## src/cfr_pkg.sv

```systemverilog
// Constants, types and register map for the CPU frequency program registers
`default_nettype none
package cfr_pkg;
  // ==========================================================================
  // Register map (byte offsets on the serial management bus)
  localparam logic [7:0] CFR_OFS_REC_N  = 8'h0B;
  localparam logic [7:0] CFR_OFS_REC_M  = 8'h0C;
  localparam logic [7:0] CFR_OFS_PROG_N = 8'h0D;
  localparam logic [7:0] CFR_OFS_PROG_M = 8'h0E;
  localparam logic [7:0] CFR_RST_BYTE   = 8'h00;
  localparam logic [7:0] CFR_RD_UNMAP   = 8'h00;
  // ==========================================================================
  // Field positions
  localparam int unsigned CFR_SRC_BIT   = 7;   // Recovery source flag in recovery M
  localparam int unsigned CFR_PEN_BIT   = 7;   // Programmable enable in programmable M
  // ==========================================================================
  // Serial slave constants
  localparam logic [6:0] CFR_SLV_ADDR   = 7'h2A;  // Arbitrary default slave address
  localparam logic [3:0] CFR_BITS_BYTE  = 4'h8;
  localparam logic [3:0] CFR_LAST_TXBIT = 4'h7;
  localparam logic [3:0] CFR_CNT_ONE    = 4'h1;
  localparam logic [7:0] CFR_PTR_ONE    = 8'h01;
  // ==========================================================================
  // Types
  typedef struct packed {
    logic       valid;
    logic [7:0] addr;
    logic [7:0] data;
  } cfr_wr_t;

  typedef struct packed {
    logic       use_nm;
    logic [7:0] n;
    logic [6:0] m;
    logic [4:0] ratio;
  } cfr_freq_t;

  typedef enum logic [2:0] {
    CFR_S_IDLE = 3'h0,
    CFR_S_ADDR = 3'h1,
    CFR_S_RX   = 3'h2,
    CFR_S_ACK  = 3'h3,
    CFR_S_TX   = 3'h7,
    CFR_S_MACK = 3'h6
  } cfr_slv_state_t;
endpackage
`default_nettype wire

```

## src/cfr_freq_regs.sv

```systemverilog
// Top: CPU frequency program registers, recovery selection and output mux
`default_nettype none
// Contract
// - While recovery is active, writing recovery N or recovery M retunes the output at once.
// - Recovery source flag: 0 uses latched strap code, 1 uses recovery N/M.
// - Watchdog time-out switches to the recovery frequency without host help.
// - With source flag set, recovery frequency comes from recovery N and M.
// - Programmable mode derives output from programmable N and M.
// - Programmable M write loads new frequency; N-only write does not.
// - Strap-override clear uses latched strap code, set uses software select code.
module cfr_freq_regs
  import cfr_pkg::*;
(
  // Clock and reset
  input  wire logic       sys_clk_i,
  input  wire logic       reset_i,
  // Bus pins (asynchronous)
  input  wire logic       scl_i,
  input  wire logic       sda_i,
  output var  logic       sda_o,
  output var  logic       sda_oe_n_o,
  // Straps and control (asynchronous pins)
  input  wire logic [4:0] strap_pins_i,
  input  wire logic       strap_override_flag_i,
  input  wire logic [4:0] soft_select_code_i,
  // Watchdog time-out pulse, same clock
  input  wire logic       wdt_timeout_i,
  // Frequency outputs
  output var  logic       use_nm_o,
  output var  logic [7:0] synth_n_o,
  output var  logic [6:0] synth_m_o,
  output var  logic [4:0] ratio_code_o,
  output var  logic       retune_o,
  output var  logic       recovery_active_o
);
  // ==========================================================================
  // Pin synchronisers
  logic       scl_m_q, scl_s_q, sda_m_q, sda_s_q, ovr_m_q, ovr_s_q;
  logic [4:0] strap_m_q, strap_s_q, sel_m_q, sel_s_q;

  // Two flops per asynchronous input before any logic
  always_ff @(posedge sys_clk_i)
  begin
    if (reset_i)
    begin
      {scl_m_q, scl_s_q, sda_m_q, sda_s_q} <= 4'hF;
      {ovr_m_q, ovr_s_q}                   <= 2'h0;
      {sel_m_q, sel_s_q}                   <= 10'h000;
    end
    else
    begin
      scl_m_q   <= scl_i;
      scl_s_q   <= scl_m_q;
      sda_m_q   <= sda_i;
      sda_s_q   <= sda_m_q;
      ovr_m_q   <= strap_override_flag_i;
      ovr_s_q   <= ovr_m_q;
      sel_m_q   <= soft_select_code_i;
      sel_s_q   <= sel_m_q;
    end
  end

  // Strap synchroniser runs through reset, so it already holds the pins
  // when the one-shot capture fires on the first edge after release
  always_ff @(posedge sys_clk_i)
  begin
    strap_m_q <= strap_pins_i;
    strap_s_q <= strap_m_q;
  end

  // ==========================================================================
  // Bus slave
  cfr_wr_t    wr;
  logic [7:0] rd_addr, rd_data;

  cfr_smb_slave u_slave (
    .sys_clk_i  (sys_clk_i),
    .reset_i    (reset_i),
    .scl_s_i    (scl_s_q),
    .sda_s_i    (sda_s_q),
    .sda_o      (sda_o),
    .sda_oe_n_o (sda_oe_n_o),
    .wr_o       (wr),
    .rd_addr_o  (rd_addr),
    .rd_data_i  (rd_data)
  );

  // ==========================================================================
  // Register file
  logic [7:0] rec_n_q, rec_n_d, rec_m_q, rec_m_d;
  logic [7:0] prog_n_q, prog_n_d, prog_m_q, prog_m_d;
  logic [4:0] strap_q, strap_d;
  logic       strap_done_q, strap_done_d;

  function automatic logic hit(input cfr_wr_t w, input logic [7:0] ofs);
    hit = w.valid && (w.addr == ofs);
  endfunction

  // Byte writes; straps caught once after reset release
  always_comb
  begin
    rec_n_d      = hit(wr, CFR_OFS_REC_N)  ? wr.data : rec_n_q;
    rec_m_d      = hit(wr, CFR_OFS_REC_M)  ? wr.data : rec_m_q;
    prog_n_d     = hit(wr, CFR_OFS_PROG_N) ? wr.data : prog_n_q;
    prog_m_d     = hit(wr, CFR_OFS_PROG_M) ? wr.data : prog_m_q;
    strap_d      = strap_done_q ? strap_q : strap_s_q;
    strap_done_d = 1'b1;
  end

  // Read mux; unmapped offsets read as zero
  always_comb
  begin
    case (rd_addr)
      CFR_OFS_REC_N:  rd_data = rec_n_q;
      CFR_OFS_REC_M:  rd_data = rec_m_q;
      CFR_OFS_PROG_N: rd_data = prog_n_q;
      CFR_OFS_PROG_M: rd_data = prog_m_q;
      default:        rd_data = CFR_RD_UNMAP;
    endcase
  end

  // Strap capture fires on the first edge after reset release; the synchroniser is already full
  always_ff @(posedge sys_clk_i)
  begin
    if (reset_i)
    begin
      rec_n_q      <= CFR_RST_BYTE;
      rec_m_q      <= CFR_RST_BYTE;
      prog_n_q     <= CFR_RST_BYTE;
      prog_m_q     <= CFR_RST_BYTE;
      strap_q      <= '0;
      strap_done_q <= 1'b0;
    end
    else
    begin
      rec_n_q      <= rec_n_d;
      rec_m_q      <= rec_m_d;
      prog_n_q     <= prog_n_d;
      prog_m_q     <= prog_m_d;
      strap_q      <= strap_d;
      strap_done_q <= strap_done_d;
    end
  end

  // ==========================================================================
  // Frequency selection
  cfr_freq_t  fr_q, fr_d;
  logic       rec_q, rec_d, retune_d;
  logic       src_nm, prog_en, rec_wr, prog_ld;

  assign src_nm  = rec_m_d[CFR_SRC_BIT];
  assign prog_en = prog_m_d[CFR_PEN_BIT];
  assign rec_wr  = hit(wr, CFR_OFS_REC_N) | hit(wr, CFR_OFS_REC_M);
  assign prog_ld = hit(wr, CFR_OFS_PROG_M);

  // Recovery wins over programmable mode; sticky until reset because the
  // watchdog normally also resets the system
  always_comb
  begin
    rec_d    = rec_q | wdt_timeout_i;
    retune_d = 1'b0;
    fr_d     = fr_q;
    if (rec_d)
    begin
      if (wdt_timeout_i || rec_wr)
      begin
        retune_d = 1'b1;
        if (src_nm)
          fr_d = '{use_nm: 1'b1, n: rec_n_d, m: rec_m_d[6:0], ratio: fr_q.ratio};
        else
          fr_d = '{use_nm: 1'b0, n: fr_q.n, m: fr_q.m, ratio: strap_q};
      end
    end
    else if (prog_en)
    begin
      if (prog_ld)
      begin
        retune_d = 1'b1;
        fr_d = '{use_nm: 1'b1, n: prog_n_d, m: prog_m_d[6:0], ratio: fr_q.ratio};
      end
    end
    else
    begin
      retune_d = fr_q.use_nm;
      fr_d.use_nm = 1'b0;
      fr_d.ratio  = ovr_s_q ? sel_s_q : strap_q;
    end
  end

  // N and M leave raw; the synthesizer owns the N/M-to-frequency relation
  always_ff @(posedge sys_clk_i)
  begin
    if (reset_i)
    begin
      rec_q <= 1'b0;
      fr_q  <= '0;
      retune_o <= 1'b0;
    end
    else
    begin
      rec_q <= rec_d;
      fr_q  <= fr_d;
      retune_o <= retune_d;
    end
  end

  assign use_nm_o          = fr_q.use_nm;
  assign synth_n_o         = fr_q.n;
  assign synth_m_o         = fr_q.m;
  assign ratio_code_o      = fr_q.ratio;
  assign recovery_active_o = rec_q;
endmodule
`default_nettype wire

```

## src/cfr_smb_slave.sv

```systemverilog
// Serial management bus slave: byte pointer, auto-increment writes and reads
`default_nettype none
module cfr_smb_slave
  import cfr_pkg::*;
(
  // Clock and reset
  input  wire logic       sys_clk_i,
  input  wire logic       reset_i,
  // Bus pins, already synchronised
  input  wire logic       scl_s_i,
  input  wire logic       sda_s_i,
  output var  logic       sda_o,
  output var  logic       sda_oe_n_o,
  // Register side
  output var  cfr_wr_t    wr_o,
  output var  logic [7:0] rd_addr_o,
  input  wire logic [7:0] rd_data_i
);
  cfr_slv_state_t st_q, st_d;
  logic [7:0] shift_q, shift_d, ptr_q, ptr_d;
  logic [3:0] cnt_q, cnt_d;
  logic       drv_q, drv_d, rw_q, rw_d, first_q, first_d;
  logic       scl_p_q, sda_p_q;
  cfr_wr_t    wr_d;
  logic       scl_rise, scl_fall, start_c, stop_c;

  // ==========================================================================
  // Edge and condition detection on the synchronised pins
  assign scl_rise = scl_s_i & ~scl_p_q;
  assign scl_fall = ~scl_s_i & scl_p_q;
  assign start_c  = scl_s_i & scl_p_q & sda_p_q & ~sda_s_i;
  assign stop_c   = scl_s_i & scl_p_q & ~sda_p_q & sda_s_i;

  // Next-state logic; start and stop override any bit in flight
  always_comb
  begin
    st_d    = st_q;
    shift_d = shift_q;
    ptr_d   = ptr_q;
    cnt_d   = cnt_q;
    drv_d   = drv_q;
    rw_d    = rw_q;
    first_d = first_q;
    wr_d    = '0;
    if (start_c)
    begin
      st_d    = CFR_S_ADDR;
      cnt_d   = '0;
      drv_d   = 1'b0;
      first_d = 1'b1;
    end
    else if (stop_c)
    begin
      st_d  = CFR_S_IDLE;
      drv_d = 1'b0;
    end
    else
    begin
      case (st_q)
        CFR_S_ADDR, CFR_S_RX:
        begin
          if (scl_rise)
          begin
            shift_d = {shift_q[6:0], sda_s_i};
            cnt_d   = cnt_q + CFR_CNT_ONE;
          end
          else if (scl_fall && cnt_q == CFR_BITS_BYTE)
          begin
            drv_d = 1'b1;
            st_d  = CFR_S_ACK;
            if (st_q == CFR_S_ADDR)
            begin
              rw_d = shift_q[0];
              if (shift_q[7:1] != CFR_SLV_ADDR)
              begin
                drv_d = 1'b0;  // Not ours: stay off the bus
                st_d  = CFR_S_IDLE;
              end
            end
            else if (first_q)
            begin
              ptr_d   = shift_q;  // First byte is the command/offset
              first_d = 1'b0;
            end
            else
            begin
              wr_d  = '{valid: 1'b1, addr: ptr_q, data: shift_q};
              ptr_d = ptr_q + CFR_PTR_ONE;
            end
          end
        end
        CFR_S_ACK:
        begin
          if (scl_fall)
          begin
            cnt_d = '0;
            if (rw_q)
            begin
              shift_d = rd_data_i;
              drv_d   = ~rd_data_i[7];
              st_d    = CFR_S_TX;
            end
            else
            begin
              drv_d = 1'b0;
              st_d  = CFR_S_RX;
            end
          end
        end
        CFR_S_TX:
        begin
          if (scl_fall)
          begin
            cnt_d = cnt_q + CFR_CNT_ONE;
            if (cnt_q == CFR_LAST_TXBIT)
            begin
              drv_d = 1'b0;
              ptr_d = ptr_q + CFR_PTR_ONE;
              st_d  = CFR_S_MACK;
            end
            else
            begin
              shift_d = {shift_q[6:0], 1'b0};
              drv_d   = ~shift_q[6];
            end
          end
        end
        CFR_S_MACK:
        begin
          if (scl_rise && sda_s_i)
            st_d = CFR_S_IDLE;  // Master NACK ends the read
          else if (scl_fall)
          begin
            cnt_d   = '0;
            shift_d = rd_data_i;
            drv_d   = ~rd_data_i[7];
            st_d    = CFR_S_TX;
          end
        end
        default:
        begin
          st_d  = CFR_S_IDLE;
          drv_d = 1'b0;
        end
      endcase
    end
  end

  // State registers
  always_ff @(posedge sys_clk_i)
  begin
    if (reset_i)
    begin
      st_q       <= CFR_S_IDLE;
      shift_q    <= '0;
      ptr_q      <= '0;
      cnt_q      <= '0;
      drv_q      <= 1'b0;
      rw_q       <= 1'b0;
      first_q    <= 1'b0;
      scl_p_q    <= 1'b1;
      sda_p_q    <= 1'b1;
      wr_o       <= '0;
      sda_o      <= 1'b0;
      sda_oe_n_o <= 1'b1;
    end
    else
    begin
      st_q       <= st_d;
      shift_q    <= shift_d;
      ptr_q      <= ptr_d;
      cnt_q      <= cnt_d;
      drv_q      <= drv_d;
      rw_q       <= rw_d;
      first_q    <= first_d;
      scl_p_q    <= scl_s_i;
      sda_p_q    <= sda_s_i;
      wr_o       <= wr_d;
      sda_o      <= 1'b0;  // Open drain: only ever pulls low
      sda_oe_n_o <= ~drv_d;
    end
  end

  assign rd_addr_o = ptr_q;
endmodule
`default_nettype wire

```

## config.mk

```make
export PLATFORM = sky130hd
export DESIGN_NAME = cfr_freq_regs
export DESIGN_NICKNAME = d
export VERILOG_FILES = /design/src/cfr_pkg.sv /design/src/cfr_freq_regs.sv /design/src/cfr_smb_slave.sv
export SDC_FILE = /design/constraint.sdc
export NUM_CORES = 1
export LEC_CHECK = 0
export BUFFER_PORTS_ARGS = -buffer_cell sky130_fd_sc_hd__buf_2
export CAP_MARGIN = 20
export CORE_ASPECT_RATIO = 1.4
export CORE_UTILIZATION = 30
export CTS_CLUSTER_DIAMETER = 100
export CTS_CLUSTER_SIZE = 28
export DETAILED_ROUTE_END_ITERATION = 10
export HOLD_SLACK_MARGIN = 0.08
export SYNTH_ARGS = -nofsm -noshare
export SYNTH_HDL_FRONTEND = slang
export SYNTH_SLANG_ARGS = --single-unit
export TNS_END_PERCENT = 100
```

## constraint.sdc

```tcl
create_clock -name sys_clk_i -period 5.7 [get_ports sys_clk_i]
set_input_delay 1.14 -clock sys_clk_i [delete_from_list [all_inputs] [get_ports sys_clk_i]]
set_output_delay 1.14 -clock sys_clk_i [all_outputs]
set_load 0.02 [all_outputs]
```

==> results.md, run 1 <==
* Total GRT Usage at 0.142
* Final setup fails at 0
* Syn Area/Cell at just under 10 um^2
* # port buffers at 39
* DPL Wire Length at just over 9000 um
* Most common cell after layout, fill and taps aside: dfxtp_1
* Critical path class: reg -> reg
* Synth top area share at 0.464
* Top fanout value on the critical path at 18
* Critical Path RT at around 6000 ps
* Post-route DRC at 0
* Worst path buffer plus inverter count at 1
* Status: finished clean
* Tmin final at about 2800 ps
* Max stage delay cell, worst path: nor3_1
* CTS root buf: clkbuf_16
* CTS Buffer Depth at 2
* Drt via density at approximately 5.2
* Met3 usage at 0.0244
* Vias post-DR at ~4500
* Core Region at 18700 um^2
* Fill count at approximately 1900
* Area Overhead vs Synth at 16.6%
* Die ar. at around 20000 um^2
* Post-CTS Resized at 0
* Clk sink count at around 130
* Top_reg_cell synth: dfxtp_1
* Width of the die at around 120 um
* Synth cell types at 70
* Crit end category: flip-flop
* Class of the worst hold path: reg -> reg
* Arrival time at the worst endpoint at around 3200 ps
* Top cells by area, synth: dfxtp_1 46%, mux2i_1 7.7%, nor2_1 4.1%, o211a_1 2.6%, a21oi_1 2.5%
* Initial Utilization at 0.307
* Total global routing overflow at 0
* Yosys warning count at 0
* Ant diodes at 0
* Pwr Density at between 300 and 400 nW/um^2
* Worst skew pair latency at approximately 420 ps
* Initial DRC Count at approximately 290
* Worst-path clk slew at 60 ps
* H-tree depth at 4
* Largest delay share family, worst path: simple AND/OR/NAND/NOR gates
* Setup Buffers After CTS at 0
* Rel. slew slack at 0.313
* Leak Pwr at about 2.6 nW
* Final antenna-violating net count at 0
* Peak VDD IR at roughly 0.00018 V
* Max Fclk at ~0.35 GHz
* Cell taking the most area after synthesis: dfxtp_1
* Post-synth EDFFs at 0
* Crit path launch type: flip-flop
* TritonCTS clock tree: yes
* RSZ-0062 raised after global routing: no
* M2 GR Usage at 0.257
* Mapped Area at 5730 um^2
* Sequential-to-total area share from yosys stat at 0.464
* Post-Synthesis Cells at between 500 and 600
* Final Hold Viols at 0
* Detailed Route WL at ~14000 um
* Crit path largest cell delay at slightly above 800 ps
* Final period util at 0.499
* Commonest cells after routing, fill and taps aside: 133 x dfxtp_1, 62 x nor2_1, 44 x mux2i_1
* Busiest grt layer: met2
* Hold_buf cts at 0
* TritonRoute pass-1 iters at 5
* Num rows at slightly below 60
* Syn_nets at between 600 and 700
* Wire length per cell at ~16 um
* Share of cells above drive strength 1 at 0.168
* DIE HEIGHT at around 170 um
* # nets final at 641
* Routability cong. at 0.818
* I/O pin count at between 40 and 50
* TNS Setup at 0 ps
* Global-route wire length before repair at ~22000 um
* Vias in the first global route at between 4000 and 5000
* Max-cap violations at 0
* Critical Path, Cell by Cell: nor2b_1, o21ai_0, buf_4, nor3_1, a22oi_1, a211oi_1
* Worst slew pin tran at slightly above 1000 ps
* Sequential cell area at between 2000 and 3000 um^2
* Pwr Total at 0.00211 W
* Finished Core Util at 0.358
* Synthesis-stage register bit count at 133
* Hold_ws at about 330 ps
* Pin count of the biggest net entering global routing at 50
* TritonCTS Buffers at 17
* Slew Limit Fails at 0
* GR Util met1 at 0.161
* Initial antenna violation count at 0
* Asr flop ratio synth at 0
* Final Skew at about 9.7 ps
* Area of the multi-input gates at 2840 um^2
[flip-flops by register name, indices dropped and copies added, names as in the netlist, 7 cells and up]
| register | cells |
|---|---|
| rec_n_q | 8 |
| prog_n_q | 8 |
| rec_m_q | 8 |
| u_slave.rd_addr_o | 8 |
| prog_m_q | 8 |
| u_slave.wr_o | 17 |
| synth_m_o | 7 |
| synth_n_o | 8 |
| u_slave.shift_q | 8 |
[Yosys cell counts (9+ instances only)]
| master | number |
|---|---|
| clkbuf_1 | 30 |
| a21oi_1 | 29 |
| nor2_1 | 62 |
| nor2b_1 | 18 |
| nand2_1 | 33 |
| nand3_1 | 11 |
| and2_1 | 22 |
| or2_2 | 9 |
| a211oi_1 | 16 |
| dfxtp_1 | 133 |
| o211a_1 | 15 |
| inv_1 | 14 |
| mux2i_1 | 44 |
| a22oi_1 | 9 |
| nor3_1 | 13 |
[cells by family (layout without fill, tap and decap cells)]
| group | count (synthesis) | in the layout | share of synthesized area |
|---|---|---|---|
| other cells | 1 | 1 | 0.000654 |
| compound gates | 140 | 140 | 0.196 |
| simple gates | 213 | 213 | 0.199 |
| buf+inv | 56 | 91 | 0.0415 |
| fa+ha+maj | 6 | 6 | 0.0131 |
| flops | 133 | 133 | 0.464 |
| xor+xnor | 1 | 1 | 0.00153 |
| mux | 47 | 47 | 0.0834 |
[where the power goes]
part           leakage [nW]   total, W  switching [W]  internal [W]
logic                  1.20  0.0000646      0.0000411     0.0000235
clock network         0.288    0.00109       0.000468      0.000621
registers              1.08   0.000958      0.0000115      0.000946
total                  2.57    0.00211       0.000520       0.00159
[per-layer routing]
metal / wire [um] / up-vias
li1: - / 2244
met1: 5900 / 2173
met2: 6920 / 88
met3: 449 / 25
met4: 349 / 0
met5: 0 / -
[final timing paths]
kind                                       from                  to  slack [ps]  cells after the start
worst max-delay path            u_slave.st_q[0]  u_slave.shift_q[4]        2860                      6
worst min-delay path               strap_m_q[3]        strap_s_q[3]         330                      0
worst max register to register  u_slave.st_q[0]  u_slave.shift_q[4]        2860                      6
worst min register to register     strap_m_q[3]        strap_s_q[3]         330                      0
[metrics by stage]
step	setup slack, ps	instances	area (um^2)
finish	2860	876	6690
global route	2630	876	6690
CTS	2870	876	6690
detailed placement	2530	844	6100
global placement	2580	844	6100
floorplan	3220	597	5730
[layout make-up]
cell class                      instances  area share
Multi-Input combinational cell        408       0.425
Sequential cell                       133       0.398
Clock buffer                           17      0.0636
Tap cell                              244      0.0457
Timing Repair Buffer                   45      0.0359
Clock inverter                         15      0.0243
Inverter                               14     0.00786
Note: power is estimated with default switching activity, not from simulation.
==> inputs of run 2 (changes only) <==
Clock period 5.7 ns to 2.75 ns, I/O delays scaled along.
==> run 2 against run 1 <==
Net effect:
- cell area increased by 0.99%
- sequential power up 110%
- largest cell class unchanged
- largest power group unchanged
- first-iteration DRC count is 8.1% lower
==> results.md, run 2 (synthesized netlist as in run 1, its figures left out) <==
* Vias post-DR at around 4500
* Max Fclk at about 0.42 GHz
* Initial antenna violation count at 0
* Finished Core Util at 0.362
* Initial DRC Count at between 200 and 300
* Final Hold Viols at 0
* CTS root buf: clkbuf_16
* TritonRoute pass-1 iters at 4
* Initial Utilization at 0.307
* TritonCTS Buffers at 17
* Critical path class: reg -> reg
* Final Skew at roughly 9.0 ps
* TritonCTS clock tree: yes
* Vias in the first global route at approximately 4400
* DPL Wire Length at roughly 9400 um
* # nets final at around 650
* CTS Buffer Depth at 2
* Top fanout value on the critical path at 17
* Max FFs per register at 17
* Busiest grt layer: met2
* H-tree depth at 4
* Final period util at 0.863
* Ant diodes at 0
* Tmin final at ~2400 ps
* Setup Buffers After CTS at 0
* Crit end category: flip-flop
* Pin count of the biggest net entering global routing at 46
* Num rows at 59
* Clock share of power at 0.500
* Worst-path clk slew at about 70 ps
* Sequential cell area at 2660 um^2
* Area Overhead vs Synth at 17.8%
* Seq pwr share at 0.466
* GR Util met1 at 0.165
* Worst skew pair latency at slightly above 400 ps
* Global-route wire length before repair at between 20000 and 25000 um
* Post-route DRC at 0
* Commonest cells after routing, fill and taps aside: 133 x dfxtp_1, 62 x nor2_1, 44 x mux2i_1
* TNS Setup at 0 ps
* Final antenna-violating net count at 0
* Post-CTS Resized at 0
* Width of the die at roughly 120 um
* Largest Register: u_slave.wr_o
* Clk sink count at 133
* Final setup fails at 0
* Hold_buf cts at 0
* Pwr Density at approximately 630 nW/um^2
* Arrival time at the worst endpoint at 2720 ps
* Total global routing overflow at 0
* Routability cong. at 0.818
* Switching part of the total at 0.248
* Met3 usage at 0.0258
* Drt via density at about 5.1
* Worst slew pin tran at between 600 and 700 ps
* Slew Limit Fails at 0
* Peak VDD IR at 0.000530 V
* Wire length per cell at approximately 16 um
* Rel. slew slack at 0.591
* Class of the worst hold path: in -> reg
* Max-cap violations at 0
* Gate power share at 0.033
* Total GRT Usage at 0.144
* Critical Path RT at about 3100 ps
* P_int at between 0.003 and 0.004 W
* Fill count at 1899
* Area of the multi-input gates at between 2000 and 3000 um^2
* Status: finished clean
* I/O pin count at between 40 and 50
* Die ar. at approximately 20000 um^2
* # port buffers at 39
* Leak Pwr at roughly 2.6 nW
* Share of cells above drive strength 1 at 0.182
* Crit path launch type: flip-flop
* Detailed Route WL at roughly 14000 um
* Most common cell after layout, fill and taps aside: dfxtp_1
* RSZ-0062 raised after global routing: no
* M2 GR Usage at 0.265
* DIE HEIGHT at roughly 170 um
* Switch Pwr at around 0.0011 W
* Core Region at 18700 um^2
==> run 2: cell type report <==
cell class	count	share of cell area
multi-input combinational	408	0.420
sequential	133	0.394
clock buffer	17	0.0630
timing repair buffer	56	0.0496
tap	244	0.0452
clock inverter	15	0.0198
inverter	14	0.00778
==> run 2: power by group through the flow <==
stage	logic [W]	clock network [W]	registers [W]
2_1_floorplan	0.0000953	0	0.00203
3_3_place_gp	0.000142	0	0.00203
3_5_place_dp	0.000142	0	0.00203
4_1_cts	0.000144	0.00217	0.00198
5_1_grt	0.000157	0.00226	0.00199
6_report	0.000142	0.00213	0.00198
==> run 2: through the flow <==
stage	cells	setup slack, ps	hold WS, ps	area [um^2]	power (W)
after floorplan	597	499	310	5730	0.00212
after detailed placement	855	380	313	6190	0.00217
after global routing	887	305	207	6750	0.00440
after global placement	855	442	310	6190	0.00217
after CTS	887	359	215	6750	0.00430
final	887	377	231	6750	0.00426
==> run 2: worst max-delay path, stage by stage (launching register included) <==
cell and delay (ps):
dfxtp_1 310, or4_4 620, nor3_1 320, mux2_4 450, a21oi_1 390, o32a_1 230
==> run 2: metal layers <==
layer	vias to the layer above	routed length (um)
met5	-	0
met1	2149	6110
met3	13	373
met4	0	184
li1	2252	-
met2	66	7100
==> run 2: path summary, 6_finish.rpt <==
check / startpoint / end / slack [ps] / cells past startpoint
min: strap_pins_i[4] / strap_m_q[4] / 230 / 1
max: u_slave.wr_o[13] / ratio_code_o[2] / 380 / 5
min reg2reg: strap_m_q[1] / strap_s_q[1] / 320 / 0
max reg2reg: u_slave.wr_o[13] / ratio_code_o[2] / 380 / 5
==> inputs of run 3 (changes only) <==
Settings changed: CTS_BUF_LIST from default to sky130_fd_sc_hd__clkbuf_4 sky130_fd_sc_hd__clkbuf_8.
==> run 3 against run 2 <==
Net effect:
- final cell count unchanged
- global-route usage decreased by 0.053 points
- clock power decreased by 29%
- sequential power about the same
- sequential share of layout area increased by 1.2 points
- clock-buffer cell count unchanged
- utilization decreased by 1.0 points
- fmax decreased by 0.40%
- wire length increased by 0.12%
- critical endpoint unchanged
==> results.md, run 3 (synthesized netlist as in run 1, its figures left out) <==
* Final Hold Viols at 0
* Final period util at 0.866
* Critical Path RT at ~3100 ps
* TNS Setup at 0 ps
* Initial DRC Count at roughly 230
* Crit end category: flip-flop
* Core Region at ~19000 um^2
* Initial Utilization at 0.307
* # nets final at about 650
* I/O pin count at 41
* Worst slew pin tran at a little over 600 ps
* TritonCTS clock tree: yes
* Total global routing overflow at 0
* Gate power share at 0.039
* Post-route DRC at 0
* Worst-path clk slew at 90 ps
* Routability cong. at 0.818
* Area Overhead vs Synth at 14.4%
* Setup Buffers After CTS at 0
* Vias post-DR at roughly 4500
* Seq pwr share at 0.543
* Pin count of the biggest net entering global routing at between 40 and 50
* Rel. slew slack at 0.591
* Top fanout value on the critical path at 17
* Crit path largest cell delay at 620 ps
* TritonRoute pass-1 iters at 6
* Class of the worst hold path: in -> reg
* Cells after DPL at 855
* Arrival time at the worst endpoint at roughly 2800 ps
* Wire length per cell at roughly 16 um
* Max Fclk at 0.420 GHz
* Detailed Route WL at between 10000 and 15000 um
* Met1 Wirelength at 6050 um
* Max stage delay cell, worst path: or4_4
* Critical path class: reg -> reg
* Max-cap violations at 0
* Switching part of the total at 0.268
* Tmin final at roughly 2400 ps
* Worst skew pair latency at between 400 and 500 ps
* Ant diodes at 0
* Fill count at roughly 1900
* Clock share of power at 0.418
* Commonest cells after routing, fill and taps aside: 133 x dfxtp_1, 62 x nor2_1, 44 x mux2i_1
* RSZ-0062 raised after global routing: no
* Slew Limit Fails at 0
* Leak Pwr at 2.51 nW
* DPL Wire Length at 9410 um
* Vias in the first global route at between 4000 and 5000
* DIE HEIGHT at about 170 um
* Hold_buf cts at 0
* # port buffers at 39
* Most common cell after layout, fill and taps aside: dfxtp_1
* Width of the die at between 100 and 150 um
* Final setup fails at 0
* Non-Filler Instances at between 800 and 900
* Global-route wire length before repair at about 22000 um
* CTS Buffer Depth at 2
* Total GRT Usage at 0.144
* Largest Register: u_slave.wr_o
* Switch Pwr at 0.000978 W
* Met3 WL at 379 um
* Num rows at between 50 and 60
* P_int at 0.00267 W
* Share of cells above drive strength 1 at 0.182
* DR top layer: met4
* Critical Path, Cell by Cell: or4_4, nor3_1, mux2_4, a21oi_1, o32a_1
* Status: finished clean
* H-tree depth at 4
* CTS root buf: clkbuf_8
* TritonCTS Buffers at 17
* Die ar. at around 20000 um^2
* Initial antenna violation count at 0
* Max FFs per register at 17
* Clk sink count at ~130
* Drt via density at around 5
* Post-CTS Resized at 0
* Crit path launch type: flip-flop
* Pwr Density at around 560 nW/um^2
* Final Skew at 12.8 ps
* Met2 WL at ~7000 um
* Peak VDD IR at 0.000479 V
* Final antenna-violating net count at 0
==> run 3: worst paths after layout <==
check | startpoint | end | slack, ps | depth (start not counted)
hold reg to reg | strap_m_q[1] | strap_s_q[1] | 330 | 0
hold / removal | strap_pins_i[4] | strap_m_q[4] | 200 | 1
setup / recovery | u_slave.wr_o[13] | ratio_code_o[2] | 370 | 5
setup reg to reg | u_slave.wr_o[13] | ratio_code_o[2] | 370 | 5
==> run 3: worst max-delay path: cells and delay by family (launching register included) <==
| kind | cells | cell delay [ps] |
|---|---|---|
| muxes | 1 | 450 |
| DFF | 1 | 310 |
| AOI/OAI and AO/OA | 2 | 630 |
| and+or+nand+nor | 2 | 940 |
==> run 3: power groups by stage <==
stage	combinational, W	clock (W)	sequential [W]
global placement	0.000142	0	0.00203
floorplan	0.0000953	0	0.00203
detailed placement	0.000142	0	0.00203
CTS	0.000143	0.00157	0.00198
global route	0.000156	0.00165	0.00199
finish	0.000142	0.00152	0.00198
==> run 3: metal layers <==
layer / vias to the layer above / GRT usage
met2: 79 / 0.261
met5: - / 0
met1: 2162 / 0.167
met3: 12 / 0.0271
li1: 2256 / -
met4: 0 / 0.0541
==> run 3: final cells by class <==
class,instances,area (um^2),share of cell area
multi-input cells,408,2840,0.433
clock buffers,17,234,0.0357
clock inverters,15,134,0.0204
flip-flops and latches,133,2660,0.406
repair buffers,56,335,0.0511
well taps,244,305,0.0465
inverters,14,52.6,0.00801
==> run 3: metrics by stage <==
stage | total power, W | utilization | worst slack (ps) | area, um^2 | hold WS, ps
4_1_cts | 0.00369 | 0.351 | 358 | 6560 | 173
5_1_grt | 0.00380 | 0.351 | 290 | 6560 | 162
3_5_place_dp | 0.00217 | 0.332 | 380 | 6190 | 313
2_1_floorplan | 0.00212 | - | 499 | 5730 | 310
6_report | 0.00365 | 0.351 | 368 | 6560 | 197
3_3_place_gp | 0.00217 | 0.332 | 442 | 6190 | 310
